**config.mk**
```make
export PLATFORM = sky130hd
export DESIGN_NAME = bcs_top
export DESIGN_NICKNAME = d
export VERILOG_FILES = /design/src/verilog/bcs_pkg.sv /design/src/verilog/bcs_dec_if.sv /design/src/verilog/bcs_slope_trim.sv /design/src/verilog/bcs_headroom.sv /design/src/verilog/bcs_top.sv
export SDC_FILE = /design/constraint.sdc
export NUM_CORES = 1
export LEC_CHECK = 0
export BUFFER_PORTS_ARGS = -buffer_cell sky130_fd_sc_hd__buf_4
export CAP_MARGIN = 20
export CORE_UTILIZATION = 42
export CTS_CLUSTER_DIAMETER = 40
export DETAILED_ROUTE_END_ITERATION = 8
export PLACE_DENSITY = 0.7
export REMOVE_ABC_BUFFERS = 1
export SLEW_MARGIN = 25
export SYNTH_ARGS = -nofsm -noshare
export SYNTH_HDL_FRONTEND = slang
export SYNTH_SLANG_ARGS = --single-unit
```
**constraint.sdc**
```tcl
create_clock -name clk_i -period 3.4 [get_ports clk_i]
set_input_delay 0 -clock clk_i [delete_from_list [all_inputs] [get_ports clk_i]]
set_output_delay 0 -clock clk_i [all_outputs]
set_load 0.01 [all_outputs]
```
**src/verilog/bcs_pkg.sv**
```systemverilog
// Purpose: shared constants, types and helpers of the backlight config store
// Assumes: 8-bit config words, one per aligned 32-bit Wishbone word
// Notes:   byte address of a word is four times its index
package bcs_pkg;

    // bus geometry
    localparam int          BCS_ADR_MIN_W  = 10;          // index bits plus byte offset
    localparam int          BCS_IDX_LSB    = 2;           // word aligned index
    localparam int          BCS_IDX_W      = 8;           // index width

    // word indices
    localparam logic [7:0]  BCS_IDX_DIM_CTRL   = 8'hA1;   // combined dimming control
    localparam logic [7:0]  BCS_IDX_BOOST_MODE = 8'hA2;   // boost_mode_config
    localparam logic [7:0]  BCS_IDX_BOOST_TRIM = 8'hA3;   // boost_trim_config
    localparam logic [7:0]  BCS_IDX_OUT_DRV    = 8'hA4;   // output_driver_config
    localparam logic [7:0]  BCS_IDX_STATUS     = 8'hB0;   // decoded status, read only

    // field positions
    localparam int          BCS_DIM_COMBO_BIT  = 5;       // combined pwm and current dimming
    localparam int          BCS_A2_SLOPE_HI    = 0;       // upper slope trim bit
    localparam int          BCS_A2_IMAX_BIT    = 1;       // boost current limit select
    localparam int          BCS_A2_QUARTER_BIT = 4;       // quarter (1) or half (0) mode
    localparam int          BCS_A3_FREQ_LSB    = 0;       // dim frequency code, 5 bits
    localparam int          BCS_A3_PSPWM_BIT   = 5;       // phase shift dimming enable
    localparam int          BCS_A3_UNDERVOLTAGE_THRESHOLD_SEL_LSB    = 6;       // undervoltage select, 2 bits
    localparam int          BCS_A4_HR_LSB      = 0;       // headroom code, 3 bits
    localparam int          BCS_A4_SLOPE_LO    = 3;       // lower slope trim bit
    localparam int          BCS_A4_FAULT_BIT   = 4;       // led fault threshold select
    localparam int          BCS_A4_IRES_BIT    = 5;       // current resistor enable
    localparam int          BCS_A4_RES_LSB     = 6;       // pwm resolution, 2 bits

    // reset values
    localparam logic [7:0]  BCS_DIM_CTRL_RST   = 8'h00;
    localparam logic [7:0]  BCS_BOOST_MODE_RST = 8'h02;   // higher current limit
    localparam logic [7:0]  BCS_BOOST_TRIM_RST = 8'h00;
    localparam logic [7:0]  BCS_OUT_DRV_RST    = 8'h00;

    // decode steps, slope in units of 0.125 percent
    localparam logic [6:0]  BCS_STEP_QUARTER   = 7'h14;   // 2.5 percent
    localparam logic [6:0]  BCS_STEP_HALF      = 7'h0A;   // 1.25 percent
    localparam logic [9:0]  BCS_STEP_HR_MV     = 10'h07D; // 125 mV

    // bus slave states
    typedef enum logic [1:0] {
        BCS_BUS_IDLE = 2'b01,
        BCS_BUS_ACK  = 2'b10
    } bcs_bus_st_t;

    // current drop for a trim code in the chosen mode
    function automatic logic [6:0] bcs_slope_units(input logic [1:0] trim,
                                                   input logic       quarter);
        logic [6:0] step;
        step = quarter ? BCS_STEP_QUARTER : BCS_STEP_HALF;
        return ({5'h00, trim} + 7'h01) * step;
    endfunction

    // headroom above saturation in mV
    function automatic logic [9:0] bcs_headroom_mv(input logic [2:0] code);
        return ({7'h00, code} + 10'h001) * BCS_STEP_HR_MV;
    endfunction

endpackage

```
**src/verilog/bcs_dec_if.sv**
```systemverilog
// Purpose: carries stored fields to the decoders and decoded values back
// Assumes: all signals in the clk_i domain of the top
// Notes:   purely combinational carrier
`timescale 1ns/1ps
interface bcs_dec_if;
    logic [1:0] trim;          // assembled slope trim
    logic       quarter;       // quarter mode select
    logic       combo_en;      // combined dimming enabled
    logic [2:0] hr_code;       // headroom code
    logic [6:0] slope_drop;    // decoded drop, 0.125 percent units
    logic       slope_active;  // trim in force
    logic [9:0] headroom_mv;   // decoded headroom

    modport cfg      (output trim, quarter, combo_en, hr_code,
                      input  slope_drop, slope_active, headroom_mv);
    modport slope    (input  trim, quarter, combo_en,
                      output slope_drop, slope_active);
    modport headroom (input  hr_code, output headroom_mv);
endinterface

```
**src/verilog/bcs_slope_trim.sv**
```systemverilog
// Purpose: turns the slope trim into a constant current drop
// Assumes: inputs stable from registers
// Notes:   no state; the top registers the result
`timescale 1ns/1ps
module bcs_slope_trim (
    // decoder carrier
    bcs_dec_if.slope dec
);
    import bcs_pkg::*;

    // drop only applies with combined dimming on
    always_comb begin
        dec.slope_active = dec.combo_en;
        if (dec.combo_en) begin
            dec.slope_drop = bcs_slope_units(dec.trim, dec.quarter);
        end else begin
            dec.slope_drop = '0;
        end
    end
endmodule

```
**src/verilog/bcs_headroom.sv**
```systemverilog
// Purpose: turns the driver headroom code into millivolts
// Assumes: code stable from a register
// Notes:   no state; the top registers the result
`timescale 1ns/1ps
module bcs_headroom (
    // decoder carrier
    bcs_dec_if.headroom dec
);
    import bcs_pkg::*;

    // eight steps of 125 mV
    always_comb begin
        dec.headroom_mv = bcs_headroom_mv(dec.hr_code);
    end
endmodule

```
**src/verilog/bcs_top.sv**
```systemverilog
// Purpose: backlight configuration word bank behind a classic Wishbone slave
// Assumes: single clock, synchronous active high reset, bus on clk_i
// Notes:   8-bit config words in the low byte lane, upper bits read as zero; the status word fills bits 17:0
//
// Behaviour
// - bit 1 word A2 selects boost limit
// - trim assembled from A2 bit0, A4 bit3
// - trim lowers current in 2.5/1.25 percent steps
// - A3 bit 5 enables phase shift dimming
// - A3 bits 4:0 hold frequency code
// - A4 bits 2:0 give 125 mV headroom steps
// - quarter bit picks quarter or half column
// - trim acts only with combined dimming on
`timescale 1ns/1ps
module bcs_top #(
    parameter int ADR_W = 10                           // byte address width
) (
    // clock, reset, enable
    input  wire logic             clk_i,
    input  wire logic             rst_i,
    input  wire logic             ce_i,
    // wishbone slave
    input  wire logic             wb_cyc_i,
    input  wire logic             wb_stb_i,
    input  wire logic             wb_we_i,
    input  wire logic [ADR_W-1:0] wb_adr_i,
    input  wire logic [3:0]       wb_sel_i,
    input  wire logic [31:0]      wb_dat_i,
    output logic      [31:0]      wb_dat_o,
    output logic                  wb_ack_o,
    // boost and supply fields
    output logic                  boost_current_limit_sel_o,
    output logic [1:0]            undervoltage_threshold_sel_o,
    // dimming fields
    output logic                  phase_shift_dim_enable_o,
    output logic [4:0]            dim_frequency_code_o,
    output logic [1:0]            pwm_resolution_o,
    output logic                  pwm_current_enable_o,
    output logic                  quarter_mode_o,
    output logic [1:0]            slope_trim_o,
    output logic [6:0]            slope_drop_o,
    output logic                  slope_active_o,
    // led driver fields
    output logic                  current_resistor_enable_o,
    output logic                  led_fault_threshold_sel_o,
    output logic [2:0]            driver_headroom_code_o,
    output logic [9:0]            headroom_mv_o
);
    import bcs_pkg::*;

    // refuse address widths that cannot hold the index
    generate
        if (ADR_W < BCS_ADR_MIN_W) begin : g_adr_chk
            $error("bcs_top: ADR_W too small for the word index");
        end
    endgenerate

    // whole module state
    typedef struct packed {
        bcs_bus_st_t bus;          // slave phase
        logic        ack;          // acknowledge flop
        logic [31:0] rdata;        // read data flop
        logic [7:0]  dim_ctrl;     // combined dimming control word
        logic [7:0]  boost_mode;   // boost_mode_config
        logic [7:0]  boost_trim;   // boost_trim_config
        logic [7:0]  out_drv;      // output_driver_config
        logic [6:0]  slope_drop;   // registered decoded drop
        logic        slope_active; // registered trim in force
        logic [9:0]  headroom_mv;  // registered decoded headroom
    } bcs_top_state_t;

    localparam bcs_top_state_t ST_RST = '{
        bus:          BCS_BUS_IDLE,
        ack:          1'b0,
        rdata:        '0,
        dim_ctrl:     BCS_DIM_CTRL_RST,
        boost_mode:   BCS_BOOST_MODE_RST,
        boost_trim:   BCS_BOOST_TRIM_RST,
        out_drv:      BCS_OUT_DRV_RST,
        slope_drop:   '0,
        slope_active: 1'b0,
        headroom_mv:  '0
    };

    bcs_top_state_t st_reg;              // registered state
    bcs_top_state_t st_next;             // next state

    logic [BCS_IDX_W-1:0] idx;           // word index
    logic                 hi_ok;         // no bits above the index
    logic                 req;           // request present
    logic                 wr_en;         // write commits this edge
    logic [31:0]          rd_word;       // read mux result

    bcs_dec_if dec ();                   // decoder carrier

    // address split
    assign idx   = wb_adr_i[BCS_IDX_LSB +: BCS_IDX_W];
    assign hi_ok = (wb_adr_i >> BCS_ADR_MIN_W) == '0;
    assign req   = wb_cyc_i & wb_stb_i;
    // write lands on the edge where the master sees ack
    assign wr_en = ce_i & req & wb_we_i & wb_sel_i[0] & hi_ok & (st_reg.bus == BCS_BUS_ACK);

    // stored fields to the decoders
    assign dec.trim     = {st_reg.boost_mode[BCS_A2_SLOPE_HI],
                           st_reg.out_drv[BCS_A4_SLOPE_LO]};
    assign dec.quarter  = st_reg.boost_mode[BCS_A2_QUARTER_BIT];
    assign dec.combo_en = st_reg.dim_ctrl[BCS_DIM_COMBO_BIT];
    assign dec.hr_code  = st_reg.out_drv[BCS_A4_HR_LSB +: 3];

    // decoders
    bcs_slope_trim u_slope (
        .dec (dec)
    );

    bcs_headroom u_headroom (
        .dec (dec)
    );

    // read mux, unmapped words read zero
    always_comb begin
        rd_word = '0;
        if (hi_ok) begin
            case (idx)
                BCS_IDX_DIM_CTRL:   rd_word = {24'h00_0000, st_reg.dim_ctrl};
                BCS_IDX_BOOST_MODE: rd_word = {24'h00_0000, st_reg.boost_mode};
                BCS_IDX_BOOST_TRIM: rd_word = {24'h00_0000, st_reg.boost_trim};
                BCS_IDX_OUT_DRV:    rd_word = {24'h00_0000, st_reg.out_drv};
                BCS_IDX_STATUS:     rd_word = {14'h0000, st_reg.headroom_mv,
                                               st_reg.slope_active, st_reg.slope_drop};
                default:            rd_word = '0;
            endcase
        end
    end

    // next state: bus slave, register writes, decoded copies
    always_comb begin
        st_next     = st_reg;
        st_next.ack = 1'b0;
        case (st_reg.bus)
            BCS_BUS_IDLE: begin
                // take request, answer next cycle
                if (req) begin
                    st_next.bus   = BCS_BUS_ACK;
                    st_next.ack   = 1'b1;
                    st_next.rdata = rd_word;
                end
            end
            BCS_BUS_ACK: begin
                // ack drops, write commits now
                st_next.bus = BCS_BUS_IDLE;
                if (wr_en) begin
                    case (idx)
                        BCS_IDX_DIM_CTRL:   st_next.dim_ctrl   = wb_dat_i[7:0];
                        BCS_IDX_BOOST_MODE: st_next.boost_mode = wb_dat_i[7:0];
                        BCS_IDX_BOOST_TRIM: st_next.boost_trim = wb_dat_i[7:0];
                        BCS_IDX_OUT_DRV:    st_next.out_drv    = wb_dat_i[7:0];
                        default:            st_next.out_drv    = st_reg.out_drv;
                    endcase
                end
            end
            default: begin
                // illegal code back to idle
                st_next.bus = BCS_BUS_IDLE;
            end
        endcase
        // decoded values registered one cycle behind fields
        st_next.slope_drop   = dec.slope_drop;
        st_next.slope_active = dec.slope_active;
        st_next.headroom_mv  = dec.headroom_mv;
    end

    // state register, frozen while ce_i is low
    always_ff @(posedge clk_i) begin
        if (rst_i) begin
            st_reg <= ST_RST;
        end else if (ce_i) begin
            st_reg <= st_next;
        end
    end

    // outputs straight from flops
    assign wb_dat_o                     = st_reg.rdata;
    assign wb_ack_o                     = st_reg.ack;
    assign boost_current_limit_sel_o    = st_reg.boost_mode[BCS_A2_IMAX_BIT];
    assign quarter_mode_o               = st_reg.boost_mode[BCS_A2_QUARTER_BIT];
    assign undervoltage_threshold_sel_o = st_reg.boost_trim[BCS_A3_UNDERVOLTAGE_THRESHOLD_SEL_LSB +: 2];
    assign phase_shift_dim_enable_o     = st_reg.boost_trim[BCS_A3_PSPWM_BIT];
    assign dim_frequency_code_o         = st_reg.boost_trim[BCS_A3_FREQ_LSB +: 5];
    assign pwm_resolution_o             = st_reg.out_drv[BCS_A4_RES_LSB +: 2];
    assign current_resistor_enable_o    = st_reg.out_drv[BCS_A4_IRES_BIT];
    assign led_fault_threshold_sel_o    = st_reg.out_drv[BCS_A4_FAULT_BIT];
    assign driver_headroom_code_o       = st_reg.out_drv[BCS_A4_HR_LSB +: 3];
    assign pwm_current_enable_o         = st_reg.dim_ctrl[BCS_DIM_COMBO_BIT];
    assign slope_trim_o                 = {st_reg.boost_mode[BCS_A2_SLOPE_HI],
                                           st_reg.out_drv[BCS_A4_SLOPE_LO]};
    assign slope_drop_o                 = st_reg.slope_drop;
    assign slope_active_o               = st_reg.slope_active;
    assign headroom_mv_o                = st_reg.headroom_mv;
endmodule

```
==> Word-level counts from Yosys, hierarchy flattened <==
Index checks and enable logic that the tools add are counted.
{ "totals": {"output_inout_bits": 71, "word_cells": 39, "in_bits": 52, "ff_bits": 85} }
{ "op_classes": {"bitwise": 5, "muxes": 6, "addsub": 2, "n_eq_ne": 8, "multipliers": 2, "reduce_logical": 6} }
{ "op_table": {"columns": ["operator", "count"], "rows": [
  ["$pmux 18 s5", 1],
  ["$eq 8x8->1 const B", 5],
  ["$mux 35", 1],
  ["$mux 33", 1],
  ["$reduce_and 4->1", 4],
  ["$mul 10x7->10 const B", 1],
  ["$mul 7x7->7", 1],
  ["$mux 7", 1],
  ["$and 1x1->1", 5],
  ["$mux 5", 1],
  ["$add 3x1->4 const B", 1],
  ["$add 2x1->3 const B", 1],
  ["$reduce_and 3->1", 1],
  ["$eq 2x1->1 const B", 1],
  ["$eq 2x2->1 const B", 1],
  ["$mux 2", 1],
  ["$ne 2x2->1 const B", 1],
  ["$reduce_and 2->1", 1]
]} }

==> Longest topological paths before layout <==
Gate-level depths: netlist (run 1).
{ "logic_depth": {"ltp_word": 6, "mapped_depth": 12} }

==> Hierarchy <==
Synthesis (run 1) repeated with hierarchy kept, for this count alone.
{ "hier_totals": {"hier_cells": 461, "area_unflattened_um2": 4337.9} }
{ "by_module_without_submodules": {"columns": ["module", "instances", "cells_each", "area_per_inst_um2"], "rows": [
  ["bcs_top", 1, 364, 3519.6],
  ["bcs_headroom", 1, 66, 571.8],
  ["bcs_slope_trim", 1, 31, 246.5]
]} }

==> Worst setup path before layout (run 1) <==
Ideal clock, no wire load.
{ "synth_timing": {"path_type": "reg-to-reg", "startpoint": "register st_reg, in the netlist driver_headroom_code_o[0]", "endpoint": "register st_reg, in the netlist headroom_mv_o[9]", "arrival_ns": 3.260, "setup_time_ns": 0.091, "path_buffers": 0, "setup_slack_ns": 0.049, "stages_incl_launch_ff": 12, "cell_sequence": "dfxtp_1 -> ha_1 -> xor2_1 -> inv_1 -> fa_1 -> xor2_1 -> ha_1 -> ha_1 -> nand2_1 -> a31oi_1 -> or3_1 -> a311oi_1"} }
{ "synth_via": {"elab_chain_cells": 2} }
{ "synth_rtl": {"columns": ["element", "line_no", "source"], "rows": [
  ["start: declaration", "bcs_top.sv:85", "bcs_top_state_t st_reg;"],
  ["start signal: assignment", "bcs_top.sv:177", "st_reg <= st_next;"],
  ["$add 3x1->4", "bcs_pkg.sv:59", "return ({7'h00, code} + 10'h001) * BCS_STEP_HR_MV;"],
  ["$mul 10x7->10", "bcs_pkg.sv:59", null]
]} }
No other way between the ends.
A chain may end at the register's enable or synchronous reset.

==> Final worst setup path (run 1) <==
{ "layout_timing": {"startpoint": "register st_reg, in the netlist driver_headroom_code_o[1]", "endpoint": "register st_reg, in the netlist headroom_mv_o[9]"} }
Same word-level chain as after synthesis.

==> results of run 1 <==
==> placed cells by master, fill, tap and decap left out, drive strengths merged, types with 2 or more instances in the layout <==
cell type,count
mux2,8
conb,16
nor2,40
nand3,15
nand4b,7
a21oi,33
a22o,8
o21ai,25
mux2i,11
xnor2,4
nand4,9
a311oi,8
fa,7
a211oi,4
dlygate4sd3,8
o21a,3
and4,2
nand2,11
clkbuf,13
buf,84
dfxtp,70
nor3,3
ha,21
a22oi,17
xor2,4
inv,16
o21bai,2
a21o,3
nand2b,16
clkinv,3
nor4,3
nor2b,5
==> power groups by stage <==
| stage | registers, mW | logic, mW | clock network, mW |
|---|---|---|---|
| 2_1_floorplan | 0.865 | 0.0472 | 0 |
| 5_1_grt | 0.844 | 0.160 | 0.676 |
| 3_5_place_dp | 0.861 | 0.139 | 0 |
| 6_report | 0.842 | 0.147 | 0.623 |
| 4_1_cts | 0.842 | 0.146 | 0.636 |
| 3_3_place_gp | 0.861 | 0.136 | 0 |
==> worst max-delay path by stage <==
stage / slack [ns] / endpoint / cells after the start
after floorplan: -0.01 / headroom_mv_o[9]$_SDFFE_PP0P_ / 11
after global placement: 0.25 / headroom_mv_o[9]$_SDFFE_PP0P_ / 11
after detailed placement: 0.13 / headroom_mv_o[9]$_SDFFE_PP0P_ / 10
after CTS: 0.09 / headroom_mv_o[9]$_SDFFE_PP0P_ / 10
after global routing: -0.0001 / headroom_mv_o[9]$_SDFFE_PP0P_ / 11
final: 0.22 / headroom_mv_o[9]$_SDFFE_PP0P_ / 11
==> final cells by class <==
type,count,area [um2]
repair buffers,92,710.7
clock buffers,13,158.9
multi-input cells,303,2190
flip-flops and latches,70,1404
clock inverters,3,18.77
inverters,16,60.06
fillers,919,4976
well taps,133,166.4
==> worst register-to-register path: stages (launching register included) <==
cell and delay, ns:
dfxtp_2 0.38, ha_2 0.22, xor2_2 0.18, inv_2 0.08, fa_2 0.65, xor2_2 0.18
ha_1 0.25, ha_1 0.33, nand2_1 0.09, a31oi_1 0.09, or3_1 0.38, a311oi_1 0.25
==> logic make-up after synthesis <==
kind of cell | share of synthesized area
XOR/XNOR | 0.01680
flip-flops | 0.3360
buffers and inverters | 0.1578
multiplexers | 0.04800
AND/OR/NAND/NOR | 0.1734
AO/OA/AOI/OAI | 0.1704
adder cells (fa/ha/maj) | 0.09661
other | 0.0008992
==> per-layer routing <==
metal | wire, um | global-route usage
met1 | 4314 | 0.2551
met2 | 4550 | 0.2937
met3 | 689 | 0.04417
met4 | 128 | 0.07358
met5 | 0 | 0
==> timing repair <==
item                                    4_1_cts  5_1_grt
resized for setup                             0        7
endpoints found under the setup margin        0        2
hold buffers                                  8        0
hold endpoints to repair                     32        0
==> per-stage QoR <==
stage | cells | util | setup slack [ns] | TNS (ns) | power (mW)
floorplan | 389 | - | -0.009691 | -0.009691 | 0.9117
global placement | 606 | 0.4570 | 0.2545 | 0 | 0.9974
detailed placement | 606 | 0.4570 | 0.1291 | 0 | 0.9997
CTS | 630 | 0.4836 | 0.09460 | 0 | 1.624
global route | 630 | 0.4862 | -0.0001013 | -0.0001013 | 1.680
finish | 630 | 0.4862 | 0.2162 | 0 | 1.612
==> summary.txt, run 1 <==
Clocking
  • Worst skew pair latency: approximately 0.35 ns
  • CTS tree: built
  • Post-CTS Repair Setup Buffers: 0
  • Clk root buf: clkbuf_8
  • CTS Buf Count: 9
  • CTS sink count: 70
  • CTS max path bufs: 2
  • H-tree depth: 3
  • Clock transition at the registers of the reported paths: 0.08 ns

Power and ir drop
  • Clock power frac: 0.386
  • Switching power: roughly 420 uW
  • Pint: 1.196 mW
  • Max VDD drop: roughly 0.00018 V
  • Sw frac: 0.2584
  • Pwr per Cell Area: around 340 nW/um2
  • Leak Pwr: ~1.9 nW
  • Logic pwr share: 0.091
  • Reg power frac: 0.522

Cells and area
  • Share of cells above drive strength 1: 0.2334
  • Final Cell Area: 4708 um2
  • Nets@finish: 572
  • Area Overhead vs Synth: 12.90%
  • Number of flip-flops in the largest register: 18
  • # diodes: 0

Synth
  • Share of flip-flops with an asynchronous set or reset: 0
  • Biggest area consumer among synthesized cells: dfxtp_1
  • Post-synth top cells: dfxtp_1 (70), buf_4 (64), nor2_1 (40), a21oi_1 (33), clkbuf_1 (22)
  • Yosys top cell area share: 0.3360
  • Synth area leaders: dfxtp_1 (34%), buf_4 (12%), ha_1 (6.3%)
  • Synth Flop Type: dfxtp_1
  • Sequential share of the synthesized area: 0.3360
  • Ys Warns: 0
  • Yosys reg bits: 70
  • Most numerous cell in the Yosys netlist: dfxtp_1
  • Mapped Area: around 4200 um2
  • Cell variety after synth: 52
  • Cells after Synth: ~470
  • Mean Syn Cell Area: slightly below 9 um2
  • Post-synth EDFFs: 0

Routing
  • Via count of the routed design: approximately 3400
  • Detail Route Antenna Nets: 0
  • Initial drt markers: between 200 and 250
  • Final wirelength: about 9700 um
  • DRC violations left: 0
  • WL/cell: approximately 15 um
  • Via density: between 5 and 6
  • DRT Pass-1 Iters: 5

Global route
  • GRT Util Overall: 0.1896
  • GR Overflow Total: 0
  • First-pass GRT wire length: about 15000 um
  • Initial antenna violation count: 0
  • Vias in the first global route: approximately 3000
  • Largest net degree at the start of global routing: 73

Placement
  • DPL Wire Length: 6473 um
  • Port-buffer cells: a little under 80
  • Final GP Congestion: roughly 0.8
  • Placed cell areas: 4425 um2

Floorplan
  • Initial core utilization: 0.4306
  • Die width: roughly 100 um
  • I/O pins: 123
  • DIE AREA: between 10000 and 15000 um2
  • Cell Rows: 36
  • Die H: approximately 100 um
  • Core Area: between 9000 and 10000 um2

Critical path
  • Setup CP Type: reg -> reg
  • Bufs and invs on worst path: 1
  • Worst EP arrival: between 3 and 4 ns
  • Startpoint type of the worst setup path: flop
  • Max FO, Critical Path: 5
  • CP required: 3.66 ns
  • CP endpoint kind: flop
  • Largest delay share family, worst path: adder cells
  • Worst Reg2Reg Path Length in Cells: 11
  • Critical path, cell by cell: ha_2, xor2_2, inv_2, fa_2, xor2_2, ha_1, ha_1, nand2_1, a31oi_1, or3_1, a311oi_1
  • Crit-path slowest cell: fa_2
  • CP Launch Point: driver_headroom_code_o[1]$_SDFFE_PP0P_
  • FF-to-FF Start: driver_headroom_code_o[1]$_SDFFE_PP0P_
  • Crit path largest cell delay: ~0.65 ns
  • FF-to-FF End: headroom_mv_o[9]$_SDFFE_PP0P_
  • R2r setup slk: about 0.22 ns

Flow run
  • Max-cap violations: 0

Timing
  • Final Slew Violations: 0
  • Post-layout min period: 3.184 ns
  • Final setup viols: 0
  • Final hold violations: 0
  • Slew headroom: 0.3900
  • Actual slew at the worst max-slew pin: 0.9150 ns
  • FMAX: between 300 and 400 MHz
  • Clk_skew: between 0.007 and 0.008 ns
  • Final worst-path cycle share: 0.9364
  • Hold WS: about 0.049 ns

Min path
  • Hold Path Sink: wb_dat_o[4]$_SDFFE_PP0P_
  • Hold Path Cell Cnt: 4
  • Hold path startpoint: wb_adr_i[4]
  • Worst Hold Class: in -> reg

Status
  • Status: finished, final reports clean
No activity file was read; power rests on OpenSTA's default activity.
==> inputs of run 2 (changes only) <==
Settings changed: BUFFER_PORTS_ARGS -buffer_cell sky130_fd_sc_hd__buf_4 to not set, DONT_BUFFER_PORTS set to 1, PLACE_DENSITY 0.7 to not set.
==> run 2 against run 1 <==
The run now ends with negative hold slack left. Routed wire length increased by 1.0%. Global-route usage rose by 0.50 points. Power grew 12%. Register-to-register slack got worse by 0.03 ns. Non-clock buffer count shrank 63. Setup slack got worse by 0.033 ns. Critical path type unchanged. Largest cell class unchanged. Largest power group unchanged. Highest routed layer unchanged.
==> summary.txt, run 2 (same netlist as run 1, synthesis figures left out) <==
Status
  • Status: finished, violations left
  • Failing checks: negative hold slack

Floorplan
  • DIE AREA: 10330 um2 (unchanged)
  • Core Area: 9684 um2 (unchanged)
  • Die H: 101.6 um (unchanged)
  • Die width: 101.6 um (unchanged)
  • Initial core utilization: 0.4306 (unchanged)
  • I/O pins: 123 (unchanged)
  • Cell Rows: 36 (unchanged)

Clocking
  • H-tree depth: 3 (unchanged)
  • Clock transition at the registers of the reported paths: 0.08 ns (about the same)
  • Worst skew pair latency: 0.34 ns (about the same)
  • CTS sink count: 70 (unchanged)
  • CTS Buf Count: 9 (unchanged)
  • Clk root buf: clkbuf_8
  • CTS tree: built
  • CTS max path bufs: 2 (unchanged)

Critical path
  • Bufs and invs on worst path: 1 (unchanged)
  • Crit path largest cell delay: 0.66 ns (about the same)
  • Startpoint type of the worst setup path: flop
  • Largest delay share family, worst path: adder cells
  • CP endpoint kind: flop
  • CP required: 3.65 ns (about the same)
  • Max FO, Critical Path: 5 (unchanged)
  • Setup CP Type: reg -> reg
  • Crit-path slowest cell: fa_2
  • Worst EP arrival: 3.47 ns (+0.02 ns)
  • Critical path, cell by cell: ha_2, xor2_2, inv_1, fa_2, xor2_2, ha_1, ha_1, nand2_1, a31oi_1, or3_1, a311oi_1

Power and ir drop
  • Leak Pwr: 1.619 nW (-16%)
  • Pwr per Cell Area: 412.2 nW/um2 (+20%)
  • Max VDD drop: 0.0002221 V (+21%)

Routing
  • Met1 wire length: 4426 um (+2.6%)
  • Detail Route Antenna Nets: 0 (unchanged)
  • DRT Pass-1 Iters: 4 (-1)
  • Final wirelength: 9782 um (+1.0%)
  • Met2 wire len: 4412 um (-3.0%)
  • DRC violations left: 0 (unchanged)
  • Highest Signal Layer: met4
  • WL/cell: 17.25 um (+12%)
  • Met3 WL post-DR: 756 um (+9.7%)
  • Initial drt markers: 171 (-27%)
  • Via count of the routed design: 3116 (-7.1%)
  • Via density: 5.496 (+3.2%)

Global route
  • GR Overflow Total: 0 (unchanged)
  • First-pass GRT wire length: 15370 um (+2.4%)
  • Initial antenna violation count: 0 (unchanged)
  • Vias in the first global route: 2952 (-2.1%)
  • GRT Util Overall: 0.1946 (+0.004982)
  • Largest net degree at the start of global routing: 73 (unchanged)

Timing
  • Clk_skew: 0.007328 ns (-0.0005258 ns)
  • FMAX: 310.9 MHz (-1.0%)
  • Slew headroom: 0.3890 (-0.0009930)
  • Final worst-path cycle share: 0.9461 (+0.009704)
  • Hold WS: -0.002594 ns (-0.05147 ns)
  • Final setup viols: 0 (unchanged)
  • Post-layout min period: 3.217 ns (+0.03299 ns)
  • Final hold violations: 1 (+1)
  • Actual slew at the worst max-slew pin: 0.9165 ns (+0.001489 ns)
  • Final Slew Violations: 0 (unchanged)

Flow run
  • Max-cap violations: 0 (unchanged)

Placement
  • Final GP Congestion: 0.7644 (-4.7%)
  • Port-buffer cells: 0 (-100%)
  • DPL Wire Length: 6277 um (-3.0%)

Cells and area
  • Nets@finish: 509 (-11%)
  • Fill cells: 942 (+2.5%)
  • # diodes: 0 (unchanged)
  • Fin util: 0.4516 (-0.03463)
  • Commonest non-fill, non-tap cell in the layout: dfxtp_1
  • Share of cells above drive strength 1: 0.09908 (-0.1343)
  • Number of flip-flops in the largest register: 18 (unchanged)
  • Area Overhead vs Synth: 4.860%
  • Most frequent cells in the layout: dfxtp_1 (68), nor2_1 (39), a21oi_1 (33)

Min path
  • Worst Hold Class: in -> reg
-- run 2: worst reg2reg max path, stage by stage, from the launching register on --
cell and delay (ns):
dfxtp_2 0.38, ha_2 0.21, xor2_2 0.15, inv_1 0.11
fa_2 0.66, xor2_2 0.19, ha_1 0.26, ha_1 0.33
nand2_1 0.08, a31oi_1 0.09, or3_1 0.38, a311oi_1 0.26
-- run 2: timing repair --
action | CTS | global route
endpoints found under the setup margin | 0 | 1
hold buffers | 21 | 0
resized for setup | 0 | 6
buffers inserted | 0 | 0
hold endpoints to repair | 70 | 0
-- run 2: cell type report --
class / instances / area [um2] / area share
Inverter: 16 / 60.06 / 0.01373
Multi-Input combinational cell: 303 / 2190 / 0.5007
Sequential cell: 70 / 1404 / 0.3210
Tap cell: 133 / 166.4 / 0.03805
Clock inverter: 5 / 103.9 / 0.02375
Timing Repair Buffer: 29 / 297.8 / 0.06810
Clock buffer: 11 / 151.4 / 0.03462
-- run 2: per-layer routing --
| metal | global-route usage | vias up |
|---|---|---|
| li1 | - | 1495 |
| met1 | 0.2630 | 1499 |
| met2 | 0.2942 | 107 |
| met3 | 0.05659 | 15 |
| met4 | 0.06912 | 0 |
| met5 | 0 | - |
-- run 2: per-stage QoR --
step / cell area (um2) / setup slack [ns] / power (mW) / cells / TNS (ns)
3_5_place_dp: 3855 / 0.1030 / 0.9254 / 530 / 0
6_report: 4373 / 0.1832 / 1.802 / 567 / 0
5_1_grt: 4373 / -0.01361 / 1.869 / 567 / -0.01361
2_1_floorplan: 3628 / -0.009691 / 0.9117 / 389 / -0.009691
3_3_place_gp: 3855 / 0.2057 / 0.9241 / 530 / 0
4_1_cts: 4348 / 0.05882 / 1.820 / 567 / 0
-- run 2: worst paths after layout --
check	slack [ns]	endpoint	start	depth (start not counted)
max reg2reg	0.18	headroom_mv_o[9]$_SDFFE_PP0P_	driver_headroom_code_o[1]$_SDFFE_PP0P_	11
min reg2reg	0.47	st_reg[36]$_SDFFE_PP0P_	st_reg[36]$_SDFFE_PP0P_	2
min	-0.003	pwm_resolution_o[1]$_SDFFE_PP0P_	rst_i	2
max	0.18	headroom_mv_o[9]$_SDFFE_PP0P_	driver_headroom_code_o[1]$_SDFFE_PP0P_	11
-- run 2: power breakdown --
part / switching [mW] / total (mW) / internal, mW
registers: 0.0170 / 0.849 / 0.832
logic: 0.0670 / 0.106 / 0.0386
clock network: 0.318 / 0.847 / 0.529
total: 0.402 / 1.80 / 1.40
==> inputs of run 3 (changes only) <==
Settings changed: CORE_UTILIZATION 42 to 50, PLACE_DENSITY set to 0.68.
==> run 3 against run 2 <==
The run now ends clean. Non-clock buffer count down 4. Routed wire length down 3.9%. Core utilization up 8.3 points. Sequential share of layout area up 1.1 points. Clock power down 21%.
==> summary.txt, run 3 (same netlist as run 1, synthesis figures left out) <==
Min path
  • Hold path startpoint: wb_adr_i[3]
  • Worst Hold Class: in -> reg
  • Hold Path Cell Cnt: 3 (+1)
  • Hold Path Sink: wb_dat_o[7]$_SDFFE_PP0P_

Floorplan
  • Initial core utilization: 0.5287 (+0.09809)
  • DIE AREA: 8710 um2 (-16%)
  • Cell Rows: 32 (-11%)
  • Die H: 93.33 um (-8.2%)
  • Die width: 93.33 um (-8.2%)
  • Core Area: 7888 um2 (-19%)
  • I/O pins: 123 (unchanged)

Timing
  • RSZ-0062 raised after global routing: false
  • Slew headroom: 0.3779 (-0.01111)
  • Post-layout min period: 3.221 ns (+0.004435 ns)
  • Final worst-path cycle share: 0.9474 (+0.001304)
  • FMAX: 310.4 MHz (-0.14%)
  • Clk_skew: 0.009622 ns (+0.002294 ns)
  • Final Slew Violations: 0 (unchanged)
  • Hold WS: 0.01124 ns (+0.01383 ns)
  • Final hold violations: 0 (-1)
  • Final setup viols: 0 (unchanged)
  • Actual slew at the worst max-slew pin: 0.9332 ns (+0.01667 ns)

Cells and area
  • Final Cell Area: 4215 um2 (-3.6%)
  • Share of cells above drive strength 1: 0.08837 (-0.01071)
  • Commonest non-fill, non-tap cell in the layout: dfxtp_1
  • Number of flip-flops in the largest register: 18 (unchanged)
  • Nets@finish: 505 (-0.79%)
  • Storage element area: 1401 um2 (-0.18%)
  • Fill cells: 725 (-23%)
  • # diodes: 0 (unchanged)
  • Most frequent cells in the layout: dfxtp_1 (70), nor2_1 (39), a21oi_1 (33)
  • Fin util: 0.5344 (+0.08287)
  • Multi-input gate area: 2182 um2 (-0.34%)
  • Post-Layout Cell Count: 532 (-6.2%)
  • Area Overhead vs Synth: 1.080%

Routing
  • WL/cell: 17.66 um (+2.4%)
  • Via count of the routed design: 3080 (-1.2%)
  • Final wirelength: 9397 um (-3.9%)
  • Detail Route Antenna Nets: 0 (unchanged)
  • DRC violations left: 0 (unchanged)
  • Initial drt markers: 185 (+8.2%)
  • Via density: 5.789 (+5.3%)
  • DRT Pass-1 Iters: 4 (unchanged)

Critical path
  • Worst Reg2Reg Path Length in Cells: 11 (unchanged)
  • Critical path, cell by cell: ha_1, xor2_1, inv_1, fa_2, xor2_2, ha_1, ha_1, nand2_1, a31oi_1, or3_1, a311oi_1
  • Startpoint type of the worst setup path: flop
  • Worst EP arrival: 3.48 ns (about the same)
  • FF-to-FF Start: driver_headroom_code_o[1]$_SDFFE_PP0P_
  • Most used cell, CP: ha_1
  • Setup CP Type: reg -> reg
  • CP required: 3.66 ns (about the same)
  • Max FO, Critical Path: 4 (-1)
  • Crit-path slowest cell: fa_2
  • FF-to-FF End: headroom_mv_o[9]$_SDFFE_PP0P_
  • Largest delay share family, worst path: adder cells
  • Bufs and invs on worst path: 1 (unchanged)
  • CP endpoint kind: flop
  • Crit path largest cell delay: 0.62 ns (-0.04 ns)
  • R2r setup slk: 0.18 ns (about the same)

Global route
  • Initial antenna violation count: 0 (unchanged)
  • Vias in the first global route: 3047 (+3.2%)
  • GR Overflow Total: 0 (unchanged)
  • Largest net degree at the start of global routing: 73 (unchanged)
  • GRT Util Overall: 0.2258 (+0.03125)
  • First-pass GRT wire length: 15320 um (-0.36%)

Clocking
  • CTS sink count: 70 (unchanged)
  • Post-CTS Repair Setup Buffers: 0 (unchanged)
  • CTS Buf Count: 9 (unchanged)
  • CTS tree: built
  • Clk root buf: clkbuf_8
  • CTS max path bufs: 2 (unchanged)
  • Clock transition at the registers of the reported paths: 0.08 ns (about the same)
  • H-tree depth: 3 (unchanged)
  • Worst skew pair latency: 0.35 ns (about the same)

Placement
  • Placed Cells incl. Taps: 497 (-6.2%)
  • Final GP Congestion: 0.8337 (+9.1%)
  • DPL Wire Length: 6161 um (-1.8%)
  • Port-buffer cells: 0 (unchanged)
  • Placed cell areas: 3801 um2 (-1.4%)

Power and ir drop
  • Clock power frac: 0.414 (-0.056)
  • Switching power: 416.8 uW (+3.6%)
  • Pwr per Cell Area: 385.8 nW/um2 (-6.4%)
  • Power after layout: 1.626 mW (-9.8%)
  • Logic pwr share: 0.064 (+0.005)
  • Leak Pwr: 1.569 nW (-3.0%)
  • Pint: 1.209 mW (-14%)
  • Reg power frac: 0.522 (+0.051)
  • Max VDD drop: 0.0003025 V (+36%)
  • Sw frac: 0.2563 (+0.03309)

Status
  • Status: finished, final reports clean

Flow run
  • Max-cap violations: 0 (unchanged)
run 3: cell types whose count changed in the layout (fill, tap and decap cells not counted), sizes merged:
cell | before | now
clkinvlp | 0 | 2
buf | 10 | 8
bufinv | 3 | 1
clkinv | 1 | 3
dlygate4sd3 | 19 | 17
clkbuf | 11 | 9
run 3: routing by layer:
metal | share of wire | GRT usage | vias up
li1 | - | - | 1481
met1 | 0.45 | 0.2880 | 1480
met2 | 0.46 | 0.3585 | 106
met3 | 0.081 | 0.06829 | 13
met4 | 0.018 | 0.08462 | 0
met5 | 0 | 0 | -
run 3: worst reg2reg max path, stage by stage, from the launching register on:
cell and delay, ns:
dfxtp_1 0.39, ha_1 0.21, xor2_1 0.22, inv_1 0.13, fa_2 0.62, xor2_2 0.17
ha_1 0.26, ha_1 0.34, nand2_1 0.08, a31oi_1 0.09, or3_1 0.37, a311oi_1 0.27
run 3: stage by stage:
step	setup slack [ns]	setup TNS, ns
6_report	0.1788	0
5_1_grt	0.01106	0
2_1_floorplan	-0.009691	-0.009691
3_3_place_gp	0.2395	0
3_5_place_dp	0.1469	0
4_1_cts	0.1220	0
run 3: power by group through the flow:
stage,Sequential (mW),Clock (mW),Combinational [mW]
global route,0.851,0.727,0.115
CTS,0.849,0.689,0.102
detailed placement,0.869,0,0.0550
finish,0.849,0.673,0.105
floorplan,0.865,0,0.0472
global placement,0.868,0,0.0541
run 3: area by class of cell:
class	instances	share of cell area
clock buffer	9	0.02939
clock inverter	7	0.01722
inverter	16	0.01425
multi-input combinational	303	0.5177
sequential	70	0.3324
tap	102	0.03028
timing repair buffer	25	0.05877
run 3: what timing repair did:
action,in CTS,in global routing
hold buffers,18,1
resized for setup,0,2
endpoints found under the setup margin,0,1
hold endpoints to repair,70,5
run 3: worst max path at each step:
stage | startpoint | end | slack, ns | cells past startpoint
after global placement | driver_headroom_code_o[0]$_SDFFE_PP0P_ | headroom_mv_o[9]$_SDFFE_PP0P_ | 0.24 | 10
after global routing | driver_headroom_code_o[0]$_SDFFE_PP0P_ | headroom_mv_o[9]$_SDFFE_PP0P_ | 0.01 | 11
final | driver_headroom_code_o[1]$_SDFFE_PP0P_ | headroom_mv_o[9]$_SDFFE_PP0P_ | 0.18 | 11
after detailed placement | driver_headroom_code_o[0]$_SDFFE_PP0P_ | headroom_mv_o[9]$_SDFFE_PP0P_ | 0.15 | 10
after CTS | driver_headroom_code_o[1]$_SDFFE_PP0P_ | headroom_mv_o[9]$_SDFFE_PP0P_ | 0.12 | 11
after floorplan | driver_headroom_code_o[0]$_SDFFE_PP0P_ | headroom_mv_o[9]$_SDFFE_PP0P_ | -0.01 | 11
